[src/design/amc_pkg.sv]
// Package: register layout, reset values and mode encodings for the converter control
package amc_pkg;
  localparam logic [19:0] AMC_MODE_CTRL_ADDR  = 20'hFFF30;
  localparam logic [7:0]  AMC_MODE_CTRL_RESET = 8'h00;
  localparam int          AMC_RUN_BIT         = 7;
  localparam int          AMC_CHMODE_BIT      = 6;
  localparam int          AMC_DIV_LSB         = 3;
  localparam int          AMC_VMODE_LSB       = 1;
  localparam int          AMC_CMP_BIT         = 0;
  localparam int          AMC_SCAN_CHANNELS   = 4;
  localparam int          AMC_SYNC_STAGES     = 2;

  // Trigger source modes, normally held in a neighbouring register
  typedef enum logic [1:0] {
    AMC_TRIG_SW      = 2'h0,
    AMC_TRIG_HW_NOWAIT = 2'h1,
    AMC_TRIG_HW_WAIT = 2'h2
  } amc_trig_e;

  typedef enum logic [1:0] {
    AMC_ST_STOP,
    AMC_ST_STANDBY,
    AMC_ST_CONVERT,
    AMC_ST_PROHIBITED
  } amc_opstate_e;

  // Peripheral clocks per conversion clock period for a divider code
  function automatic logic [6:0] amc_div_ratio(input logic [2:0] code);
    logic [6:0] r;
    r = 7'h02;
    unique case (code)
      3'h0: r = 7'h40;
      3'h1: r = 7'h20;
      3'h2: r = 7'h10;
      3'h3: r = 7'h08;
      3'h4: r = 7'h06;
      3'h5: r = 7'h05;
      3'h6: r = 7'h04;
      3'h7: r = 7'h02;
    endcase
    return r;
  endfunction : amc_div_ratio
endpackage : amc_pkg

[src/design/amc_trig_sync.sv]
// Trigger synchroniser and rising-edge pulse former
module amc_trig_sync
  import amc_pkg::*;
(
  input  wire logic sys_clk,
  input  wire logic rst_n,
  input  wire logic trig_in,
  output logic      trig_pulse
);
  typedef struct packed {
    logic [AMC_SYNC_STAGES-1:0] sync;
    logic                       last;
    logic                       pulse;
  } amc_sync_s;

  amc_sync_s st_reg;
  amc_sync_s st_next;

  always_comb begin
    st_next       = st_reg;
    st_next.sync  = {st_reg.sync[0], trig_in};
    // Only the second stage feeds the edge detector
    st_next.last  = st_reg.sync[1];
    st_next.pulse = st_reg.sync[1] & ~st_reg.last;
  end

  always_ff @(posedge sys_clk or negedge rst_n) begin
    if (!rst_n) begin
      st_reg <= '0;
    end else begin
      st_reg <= st_next;
    end
  end

  assign trig_pulse = st_reg.pulse;

  chk_pulse_single : assert property (@(posedge sys_clk) disable iff (!rst_n)
    trig_pulse |=> !trig_pulse) else $error("trigger pulse longer than one cycle");
endmodule : amc_trig_sync

[src/design/amc_clk_div.sv]
// Conversion clock divider producing a one-cycle tick per conversion clock
module amc_clk_div
  import amc_pkg::*;
(
  input  wire logic       sys_clk,
  input  wire logic       rst_n,
  input  wire logic       run,
  input  wire logic [2:0] div_code,
  output logic            conv_tick
);
  typedef struct packed {
    logic [6:0] cnt;
    logic       tick;
  } amc_div_s;

  amc_div_s st_reg;
  amc_div_s st_next;

  always_comb begin
    st_next      = st_reg;
    st_next.tick = 1'b0;
    if (!run) begin
      // Preload one so the first tick lands within ratio-1 clocks of the start
      st_next.cnt = 7'h01;
    end else if (st_reg.cnt >= amc_div_ratio(div_code) - 7'h01) begin
      st_next.cnt  = 7'h00;
      st_next.tick = 1'b1;
    end else begin
      st_next.cnt = st_reg.cnt + 7'h01;
    end
  end

  always_ff @(posedge sys_clk or negedge rst_n) begin
    if (!rst_n) begin
      st_reg <= '0;
    end else begin
      st_reg <= st_next;
    end
  end

  assign conv_tick = st_reg.tick;

  chk_tick_idle : assert property (@(posedge sys_clk) disable iff (!rst_n)
    !run ##1 !run |-> !conv_tick) else $error("tick while divider stopped");
endmodule : amc_clk_div

[src/design/amc_mode_control.sv]
// Converter mode and control register with run-flag sequencing
module amc_mode_control
  import amc_pkg::*;
#(
  parameter int CONV_CLOCKS = 12,
  parameter int STAB_CLOCKS = 4
) (
  input  wire logic       sys_clk,
  input  wire logic       rst_n,
  input  wire logic       converter_clock_gate,
  input  wire logic       reg_wr_byte,
  input  wire logic       reg_wr_bit,
  input  wire logic [2:0] reg_wr_bit_idx,
  input  wire logic [7:0] reg_wr_data,
  output logic      [7:0] reg_rd_data,
  input  wire logic [1:0] trig_mode,
  input  wire logic       one_shot,
  input  wire logic       hw_trig,
  output logic            conv_run_flag,
  output logic            channel_mode_sel,
  output logic      [2:0] clk_div_sel,
  output logic      [1:0] voltage_mode,
  output logic            comparator_enable,
  output logic            comparator_power,
  output logic            conv_active,
  output logic      [1:0] scan_channel,
  output logic            conv_tick,
  output logic            conversion_done_irq,
  output logic      [1:0] op_state
);
  typedef struct packed {
    logic [7:0] ctrl;
    logic       busy;
    logic       waiting;
    logic [7:0] cyc;
    logic [1:0] chan;
    logic       irq;
  } amc_state_s;

  amc_state_s st_reg;
  amc_state_s st_next;
  logic       trig_pulse;
  logic       tick;
  logic [7:0] wr_val;
  logic       wr_any;
  logic       hw_mode;
  logic       wait_mode;
  logic       conv_end;

  amc_trig_sync u_sync (
    .sys_clk   (sys_clk),
    .rst_n     (rst_n),
    .trig_in   (hw_trig),
    .trig_pulse(trig_pulse)
  );

  // Divider restarts each time busy rises, not between back-to-back conversions; its preload bounds the start latency
  amc_clk_div u_div (
    .sys_clk  (sys_clk),
    .rst_n    (rst_n),
    .run      (st_reg.busy),
    .div_code (st_reg.ctrl[AMC_DIV_LSB +: 3]),
    .conv_tick(tick)
  );

  assign hw_mode   = (trig_mode != AMC_TRIG_SW);
  assign wait_mode = (trig_mode == AMC_TRIG_HW_WAIT);
  assign wr_any    = converter_clock_gate & (reg_wr_byte | reg_wr_bit);
  assign conv_end  = tick && st_reg.cyc == 8'(CONV_CLOCKS - 1);

  always_comb begin
    wr_val = st_reg.ctrl;
    if (reg_wr_byte) begin
      wr_val = reg_wr_data;
    end else if (reg_wr_bit) begin
      wr_val[reg_wr_bit_idx] = reg_wr_data[0];
    end
  end

  always_comb begin
    st_next     = st_reg;
    st_next.irq = 1'b0;
    if (wr_any) begin
      // Software writes 0 always stops; a 1 only counts outside wait mode
      st_next.ctrl = wr_val;
      if (wait_mode && !st_reg.ctrl[AMC_RUN_BIT]) begin
        st_next.ctrl[AMC_RUN_BIT] = 1'b0;
      end
    end
    // Idle wait mode with the comparator enabled takes every trigger not met by a write of 0 to the run bit, so sequential runs restart here too
    if (wait_mode && trig_pulse && st_reg.ctrl[AMC_CMP_BIT] && !st_reg.busy && !st_reg.waiting
        && !(wr_any && (reg_wr_byte || reg_wr_bit_idx == 3'(AMC_RUN_BIT))
             && !wr_val[AMC_RUN_BIT])) begin
      st_next.ctrl[AMC_RUN_BIT] = 1'b1;
      st_next.waiting           = 1'b1;
      st_next.cyc               = 8'h00;
    end
    // Run with no comparator is prohibited: no conversion takes place
    if (!st_next.ctrl[AMC_RUN_BIT] || !st_next.ctrl[AMC_CMP_BIT]) begin
      st_next.busy    = 1'b0;
      st_next.waiting = 1'b0;
      st_next.cyc     = 8'h00;
      st_next.chan    = 2'h0;
    end else if (st_reg.waiting) begin
      st_next.cyc = st_reg.cyc + 8'h01;
      if (st_reg.cyc == 8'(STAB_CLOCKS - 1)) begin
        st_next.waiting = 1'b0;
        st_next.busy    = 1'b1;
        st_next.cyc     = 8'h00;
      end
    end else if (!st_reg.busy && !st_reg.ctrl[AMC_RUN_BIT]) begin
      // Both hardware modes hold off until a trigger arrives
      st_next.busy = !hw_mode;
      st_next.cyc  = 8'h00;
    end else if (!st_reg.busy && !hw_mode) begin
      st_next.busy = 1'b1;
    end else if (hw_mode && !wait_mode && trig_pulse && !st_reg.busy) begin
      st_next.busy = 1'b1;
    end else if (st_reg.busy && tick) begin
      st_next.cyc = st_reg.cyc + 8'h01;
      if (conv_end) begin
        st_next.cyc = 8'h00;
        if (st_reg.ctrl[AMC_CHMODE_BIT] && st_reg.chan != 2'(AMC_SCAN_CHANNELS - 1)) begin
          st_next.chan = st_reg.chan + 2'h1;
        end else begin
          st_next.chan = 2'h0;
          st_next.irq  = 1'b1;
          if (one_shot && trig_mode != AMC_TRIG_HW_NOWAIT) begin
            st_next.ctrl[AMC_RUN_BIT] = 1'b0;
            st_next.busy              = 1'b0;
          end else if (hw_mode) begin
            st_next.busy = 1'b0;
          end
        end
      end
    end
  end

  always_ff @(posedge sys_clk or negedge rst_n) begin
    if (!rst_n) begin
      st_reg      <= '0;
      st_reg.ctrl <= AMC_MODE_CTRL_RESET;
    end else begin
      st_reg <= st_next;
    end
  end

  always_comb begin
    reg_rd_data = converter_clock_gate ? st_reg.ctrl : AMC_MODE_CTRL_RESET;
    op_state    = AMC_ST_STOP;
    unique case ({st_reg.ctrl[AMC_RUN_BIT], st_reg.ctrl[AMC_CMP_BIT]})
      2'b00: op_state = AMC_ST_STOP;
      2'b01: op_state = AMC_ST_STANDBY;
      2'b11: op_state = AMC_ST_CONVERT;
      2'b10: op_state = AMC_ST_PROHIBITED;
    endcase
  end

  assign conv_run_flag       = st_reg.ctrl[AMC_RUN_BIT];
  assign channel_mode_sel    = st_reg.ctrl[AMC_CHMODE_BIT];
  assign clk_div_sel         = st_reg.ctrl[AMC_DIV_LSB +: 3];
  assign voltage_mode        = st_reg.ctrl[AMC_VMODE_LSB +: 2];
  assign comparator_enable   = st_reg.ctrl[AMC_CMP_BIT];
  // Wait mode keeps the comparator dark until a trigger starts stabilisation
  assign comparator_power    = st_reg.ctrl[AMC_CMP_BIT]
                               & (!wait_mode | st_reg.busy | st_reg.waiting);
  assign conv_active         = st_reg.busy;
  assign scan_channel        = st_reg.chan;
  assign conv_tick           = tick;
  assign conversion_done_irq = st_reg.irq;

  chk_reset_zero : assert property (@(posedge sys_clk)
    $rose(rst_n) |-> reg_rd_data == 8'h00 || converter_clock_gate)
    else $error("register not zero after reset");
  chk_gate_ignore : assert property (@(posedge sys_clk) disable iff (!rst_n)
    !converter_clock_gate && !(wait_mode && trig_pulse) && !conv_end
    |=> $stable(st_reg.ctrl)) else $error("write taken with clock gate off");
  chk_gate_read : assert property (@(posedge sys_clk) disable iff (!rst_n)
    !converter_clock_gate |-> reg_rd_data == 8'h00) else $error("read not reset value");
  chk_byte_write : assert property (@(posedge sys_clk) disable iff (!rst_n)
    converter_clock_gate && reg_wr_byte && !wait_mode
    |=> st_reg.ctrl == $past(reg_wr_data)) else $error("byte write lost");
  chk_zero_clears : assert property (@(posedge sys_clk) disable iff (!rst_n)
    converter_clock_gate && reg_wr_byte && !reg_wr_data[7]
    |=> !conv_run_flag) else $error("write of 0 did not stop");
  chk_wait_trig : assert property (@(posedge sys_clk) disable iff (!rst_n)
    wait_mode && trig_pulse && comparator_enable && !conv_run_flag && !wr_any
    |=> conv_run_flag) else $error("trigger did not set run flag");
  chk_wait_power : assert property (@(posedge sys_clk) disable iff (!rst_n)
    wait_mode && !conv_run_flag |-> !comparator_power) else $error("comparator powered in standby");
  chk_nowait_hold : assert property (@(posedge sys_clk) disable iff (!rst_n)
    trig_mode == AMC_TRIG_HW_NOWAIT && conv_run_flag && !wr_any
    |=> conv_run_flag) else $error("run flag cleared by itself");
  chk_oneshot_clear : assert property (@(posedge sys_clk) disable iff (!rst_n)
    conversion_done_irq && one_shot && trig_mode != AMC_TRIG_HW_NOWAIT
    |-> !conv_run_flag) else $error("one-shot did not clear run flag");
  chk_start_bound : assert property (@(posedge sys_clk) disable iff (!rst_n)
    $rose(conv_active) |-> ##[1:63] conv_tick) else $error("conversion start too late");

  // Register fields and write paths

  chk_bit_write : assert property (@(posedge sys_clk) disable iff (!rst_n)
    converter_clock_gate && reg_wr_bit && !reg_wr_byte && reg_wr_bit_idx != 3'(AMC_RUN_BIT)
    |=> st_reg.ctrl[$past(reg_wr_bit_idx)] == $past(reg_wr_data[0]))
    else $error("bit write lost");

  chk_field_hold : assert property (@(posedge sys_clk) disable iff (!rst_n)
    !wr_any |=> $stable(st_reg.ctrl[6:0]))
    else $error("setup field changed without a write");

  chk_select_chan : assert property (@(posedge sys_clk) disable iff (!rst_n)
    !channel_mode_sel |-> scan_channel == 2'h0)
    else $error("channel stepped in select mode");

  chk_sw_set : assert property (@(posedge sys_clk) disable iff (!rst_n)
    !wait_mode && !conv_run_flag && !wr_any |=> !conv_run_flag)
    else $error("run flag set without a write");

  chk_wait_no_set : assert property (@(posedge sys_clk) disable iff (!rst_n)
    wait_mode && !conv_run_flag && !trig_pulse |=> !conv_run_flag)
    else $error("run flag set in wait mode without trigger");

  // Conversion clock and start latency

  chk_tick_gap : assert property (@(posedge sys_clk) disable iff (!rst_n)
    conv_tick |=> !conv_tick)
    else $error("conversion clock tick too long");

  chk_tick_source : assert property (@(posedge sys_clk) disable iff (!rst_n)
    conv_tick |-> $past(conv_active))
    else $error("tick without a conversion");

  chk_nowait_start : assert property (@(posedge sys_clk) disable iff (!rst_n)
    trig_mode == AMC_TRIG_HW_NOWAIT && trig_pulse && conv_run_flag && comparator_enable
    && !conv_active && !st_reg.waiting && !wr_any |=> conv_active)
    else $error("no-wait trigger did not start conversion");

  chk_wait_begin : assert property (@(posedge sys_clk) disable iff (!rst_n)
    $fell(st_reg.waiting) && conv_run_flag |-> conv_active)
    else $error("conversion did not follow stabilisation");

  // Run flag, comparator and operating state

  chk_run_stops : assert property (@(posedge sys_clk) disable iff (!rst_n)
    !conv_run_flag |-> !conv_active && !st_reg.waiting)
    else $error("activity with run flag clear");

  chk_wait_status : assert property (@(posedge sys_clk) disable iff (!rst_n)
    st_reg.waiting |-> conv_run_flag && !conv_active)
    else $error("stabilisation wait not reported busy");

  chk_power_off : assert property (@(posedge sys_clk) disable iff (!rst_n)
    !comparator_enable |-> !comparator_power)
    else $error("comparator powered while disabled");

  chk_power_on : assert property (@(posedge sys_clk) disable iff (!rst_n)
    comparator_enable && !wait_mode |-> comparator_power)
    else $error("comparator dark while enabled");

  chk_prohibit_idle : assert property (@(posedge sys_clk) disable iff (!rst_n)
    op_state == AMC_ST_PROHIBITED |-> !conv_active)
    else $error("conversion in prohibited setting");

  chk_standby_idle : assert property (@(posedge sys_clk) disable iff (!rst_n)
    op_state == AMC_ST_STANDBY |-> !conv_active && !st_reg.waiting)
    else $error("conversion during standby");

  chk_stop_dark : assert property (@(posedge sys_clk) disable iff (!rst_n)
    op_state == AMC_ST_STOP |-> !comparator_power && !conv_active)
    else $error("activity during full stop");

  // Completion

  chk_scan_last : assert property (@(posedge sys_clk) disable iff (!rst_n)
    conversion_done_irq && channel_mode_sel |-> $past(scan_channel) == 2'(AMC_SCAN_CHANNELS - 1))
    else $error("scan ended before last channel");

  chk_irq_pulse : assert property (@(posedge sys_clk) disable iff (!rst_n)
    conversion_done_irq |=> !conversion_done_irq)
    else $error("done request longer than one cycle");

  chk_irq_source : assert property (@(posedge sys_clk) disable iff (!rst_n)
    conversion_done_irq |-> $past(conv_active))
    else $error("done request without a conversion");
endmodule : amc_mode_control

[config.mk]
export PLATFORM = sky130hd
export DESIGN_NAME = amc_mode_control
export DESIGN_NICKNAME = d
export VERILOG_FILES = /design/src/design/amc_pkg.sv /design/src/design/amc_trig_sync.sv /design/src/design/amc_clk_div.sv /design/src/design/amc_mode_control.sv
export SDC_FILE = /design/constraint.sdc
export NUM_CORES = 1
export LEC_CHECK = 0
export BUFFER_PORTS_ARGS = -buffer_cell sky130_fd_sc_hd__clkbuf_2
export CORE_MARGIN = 2
export CORE_UTILIZATION = 60
export DETAILED_ROUTE_END_ITERATION = 10
export PLACE_DENSITY = 0.9
export SKIP_LAST_GASP = 1
export SYNTH_ARGS = -nofsm -noshare
export SYNTH_HDL_FRONTEND = slang
export SYNTH_SLANG_ARGS = --single-unit
[constraint.sdc]
create_clock -name sys_clk -period 5.25 [get_ports sys_clk]
set_input_delay 0.2625 -clock sys_clk [delete_from_list [all_inputs] [get_ports sys_clk]]
set_output_delay 0.2625 -clock sys_clk [all_outputs]
set_load 0.01 [all_outputs]
==> summary.md <==
| Metric | Value |
|---|---|
| Status | complete, no violations |
| MaxCap Viol Count | 0 |
| Register area | 825.8 µm² |
| Crit path buf inv count | 1 |
| Crit Path Max Fanout | 8 |
| First-pass GRT wire length | 8390 µm |
| Reg2reg end | u_div.st_reg[7] |
| Placed cell areas | around 0.0025 mm² |
| Diodes inserted | 0 |
| Final Hold Viols | 0 |
| Pint | 0.5119 mW |
| Worst hold-check path type | input pin to async pin |
| Number of synthesized flops with an enable pin | 0 |
| Clk Latency, worst-skew pair | 290 ps |
| Fin crit period | 3348 ps |
| DRC | 0 |
| Chip width | 65.91 µm |
| Dpl cells | between 300 and 400 |
| Post-CTS sizing | 0 |
| I/O Pins | 44 |
| Reg2reg start | clk_div_sel[0] |
| Logic gate share of total power | 0.270 |
| Post-Route WL | 4959 µm |
| Design area | approximately 0.0026 mm² |
| Post-Syn Area | 0.002300 mm² |
| Layout Skew | 6.368 ps |
| P_sw | 0.2273 mW |
| Syn avg cell area | 9.199 µm² |
| Multi-input logic area | 0.001338 mm² |
| Filler instances | 274 |
| Vias in the first global route | between 1500 and 2000 |
| Dpl hpwl | 3546 µm |
| RSZ-0062 raised after global routing | false |
| CP Launch Type | flip-flop |
| Pleak | around 1.2 nW |
| Required @ worst endpoint | ~5500 ps |
| Tcrit/Tclk final | 0.6378 |
| Most frequent CP cell | ha_1 |
| Final GP Congestion | 0.8131 |
| Post-CTS Setup Inserts | 0 |
| Switching Share | 0.3075 |
| Flops & latches, synth | 33 |
| Top cell type's share of synthesized area | 0.3591 |
| # rows | 22 |
| Flop2flop setup slack | 1900 ps |
| Kind of critical path | flip-flop to flip-flop |
| Initial antenna violation count | 0 |
| Clk pin slew, worst setup/hold paths | approximately 70 ps |
| Full die area | 0.004344 mm² |
| Synth Instances | 250 |
| Antenna-violating nets left | 0 |
| Overall power | 0.7392 mW |
| Initial Utilization | 0.6282 |
| Fmax | around 300 MHz |
| Die Ht | 65.91 µm |
| Syn. warnings | 0 |
| Via density per instance | 5.967 |
| Fin util | 0.7102 |
| GRT Total Usage | 0.2547 |
| Nets | 322 |
| CTS tree | yes |
| I/O Buffers | 43 |
| Hold buffers post-CTS | 0 |
| Final setup TNS | 0 ps |
| Max VDD drop | 0.1514 mV |
| Clock sink count | 33 |
| Pin count of the biggest net entering global routing | 34 |
| Wire per inst | about 15 µm |
| Max Transition Viols Final | 0 |
| Final setup viols | 0 |
| CP max stage delay | around 450 ps |
| Pwr per Cell Area | 284.3 mW/mm² |
| Largest register FFs | 9 |
| Worst setup EP type | flip-flop |
| Crit-path cells | inv_1 > ha_1 > nand2b_1 > ha_1 > nor2b_1 > xnor2_1 > o21a_1 > ha_1 > or3_1 > a211o_1 > a21oi_1 > and3b_1 |
| FF-to-FF path depth | 12 |
| Synth unique cells | 50 |
| Share of cells above drive strength 1 | 0.2281 |
| Slowest-stage cell, CP | dfrtp_1 |
| Synth area leaders | dfrtp_1 36%, ha_1 9.8%, xnor2_1 3.0% |
| Yosys top cell by area | dfrtp_1 |
| Clock root buffer master | clkbuf_8 |
| CP top delay family | simple AND/OR/NAND/NOR gates |
| Seq pwr share | 0.395 |
| Post-synth net total | 288 |
| Clock power share | 0.335 |
| Max clock buf depth | 2 |
| Layout Cells excl Fill | 333 |
| Core Area | about 0.0037 mm² |
| P&R area growth vs syn | 13.06% |
| Total grt overflow | 0 |
| Max-Slew Margin vs Limit | 0.4555 |
| DRT iter0 DRCs | 113 |
| Vias | ~2000 |
| Slew at the pin closest to its max-slew limit | approximately 820 ps |
| Clock H-tree levels | 2 |
| WP data arrival | 3570 ps |
| Primary FF master, synth | dfrtp_1 |
| Ys async rst share | 1.000 |
| Register area share after synthesis | 0.3591 |
| Detailed Routing Iterations Pass 1 | 4 |
| CTS Buf Count | 5 |
-- worst max-delay path by stage --
| stage | start | to | slack (ps) | cells past startpoint |
|---|---|---|---|---|
| 3_5_place_dp | clk_div_sel[0] | u_div.st_reg[6] | 1960 | 12 |
| 5_1_grt | clk_div_sel[0] | u_div.st_reg[6] | 1770 | 12 |
| 3_3_place_gp | clk_div_sel[0] | u_div.st_reg[6] | 2130 | 12 |
| 4_1_cts | clk_div_sel[0] | u_div.st_reg[6] | 1930 | 12 |
| 6_report | clk_div_sel[0] | u_div.st_reg[7] | 1900 | 12 |
| 2_1_floorplan | clk_div_sel[0] | u_div.st_reg[4] | 2320 | 12 |
-- routing by layer --
metal	global-route usage	part of all wire
met1	0.3392	0.44
met2	0.4104	0.48
met3	0.05792	0.069
met4	0.08333	0.018
met5	0	0
-- worst register-to-register path: cells and delay by family, from the launching register on --
kind | cells | cell delay [ps]
AO/OA/AOI/OAI | 3 | 880
XOR/XNOR | 1 | 130
adder cells (fa/ha/maj) | 3 | 760
buffers and inverters | 1 | 120
flip-flops | 1 | 450
AND/OR/NAND/NOR | 4 | 940
-- synth_stat cells (all sizes together), types with 2 or more instances --
| library cell | number |
|---|---|
| a211o | 2 |
| a21oi | 12 |
| a22oi | 3 |
| a31oi | 6 |
| and2 | 10 |
| and3 | 7 |
| and3b | 2 |
| buf | 10 |
| clkbuf | 6 |
| dfrtp | 33 |
| ha | 18 |
| inv | 12 |
| mux2 | 3 |
| mux2i | 6 |
| nand2 | 17 |
| nand2b | 4 |
| nand3 | 12 |
| nand3b | 4 |
| nand4b | 2 |
| nor2 | 13 |
| nor2b | 4 |
| nor3 | 3 |
| nor3b | 4 |
| nor4b | 2 |
| o21a | 5 |
| o21ai | 10 |
| o22ai | 6 |
| or2 | 3 |
| or3 | 6 |
| or3b | 2 |
| xnor2 | 8 |
-- kinds of logic after synthesis --
| family | after synthesis | share of synthesized area |
|---|---|---|
| mux | 9 | 0.04081 |
| fa+ha+maj | 18 | 0.09793 |
| buf+inv | 28 | 0.05930 |
| compound gates | 54 | 0.1611 |
| flops | 33 | 0.3591 |
| xor+xnor | 9 | 0.03428 |
| simple gates | 99 | 0.2476 |
-- layout by cell type (no fill, tap or decap), types with 3 or more instances in the layout --
cell	n
a21oi_1	11
a22oi_1	3
a31oi_1	6
and2_1	10
and3_1	6
clkbuf_2	43
clkbuf_8	6
dfrtp_1	33
ha_1	18
inv_1	12
mux2_2	3
mux2i_1	6
nand2_1	17
nand2b_1	4
nand3_1	12
nand3b_1	4
nor2_1	13
nor2b_1	4
nor3_1	3
nor3b_1	4
o21a_1	5
o21ai_0	10
o22ai_1	6
or2_2	3
or3_1	6
xnor2_1	8
-- power by group through the flow --
stage               clock network [mW]  registers (mW)  logic [mW]
floorplan                            0           0.288       0.144
global placement                     0           0.295       0.189
detailed placement                   0           0.296       0.199
CTS                              0.251           0.291       0.200
global route                     0.264           0.294       0.225
finish                           0.247           0.292       0.200
-- stage by stage --
step           hold slack, ps  worst slack, ps
6_report                56.77             1902
5_1_grt                 75.06             1772
4_1_cts                 72.96             1930
3_5_place_dp            342.0             1962
3_3_place_gp            337.4             2131
2_1_floorplan          -33.09             2320
-- layout make-up --
cell class	count	area share
Clock buffer	7	0.03321
Clock inverter	1	0.01155
Inverter	12	0.01732
Multi-Input combinational cell	189	0.5144
Sequential cell	33	0.3176
Tap cell	48	0.02310
Timing Repair Buffer	43	0.08277
Power figures use the tool's default switching activity.
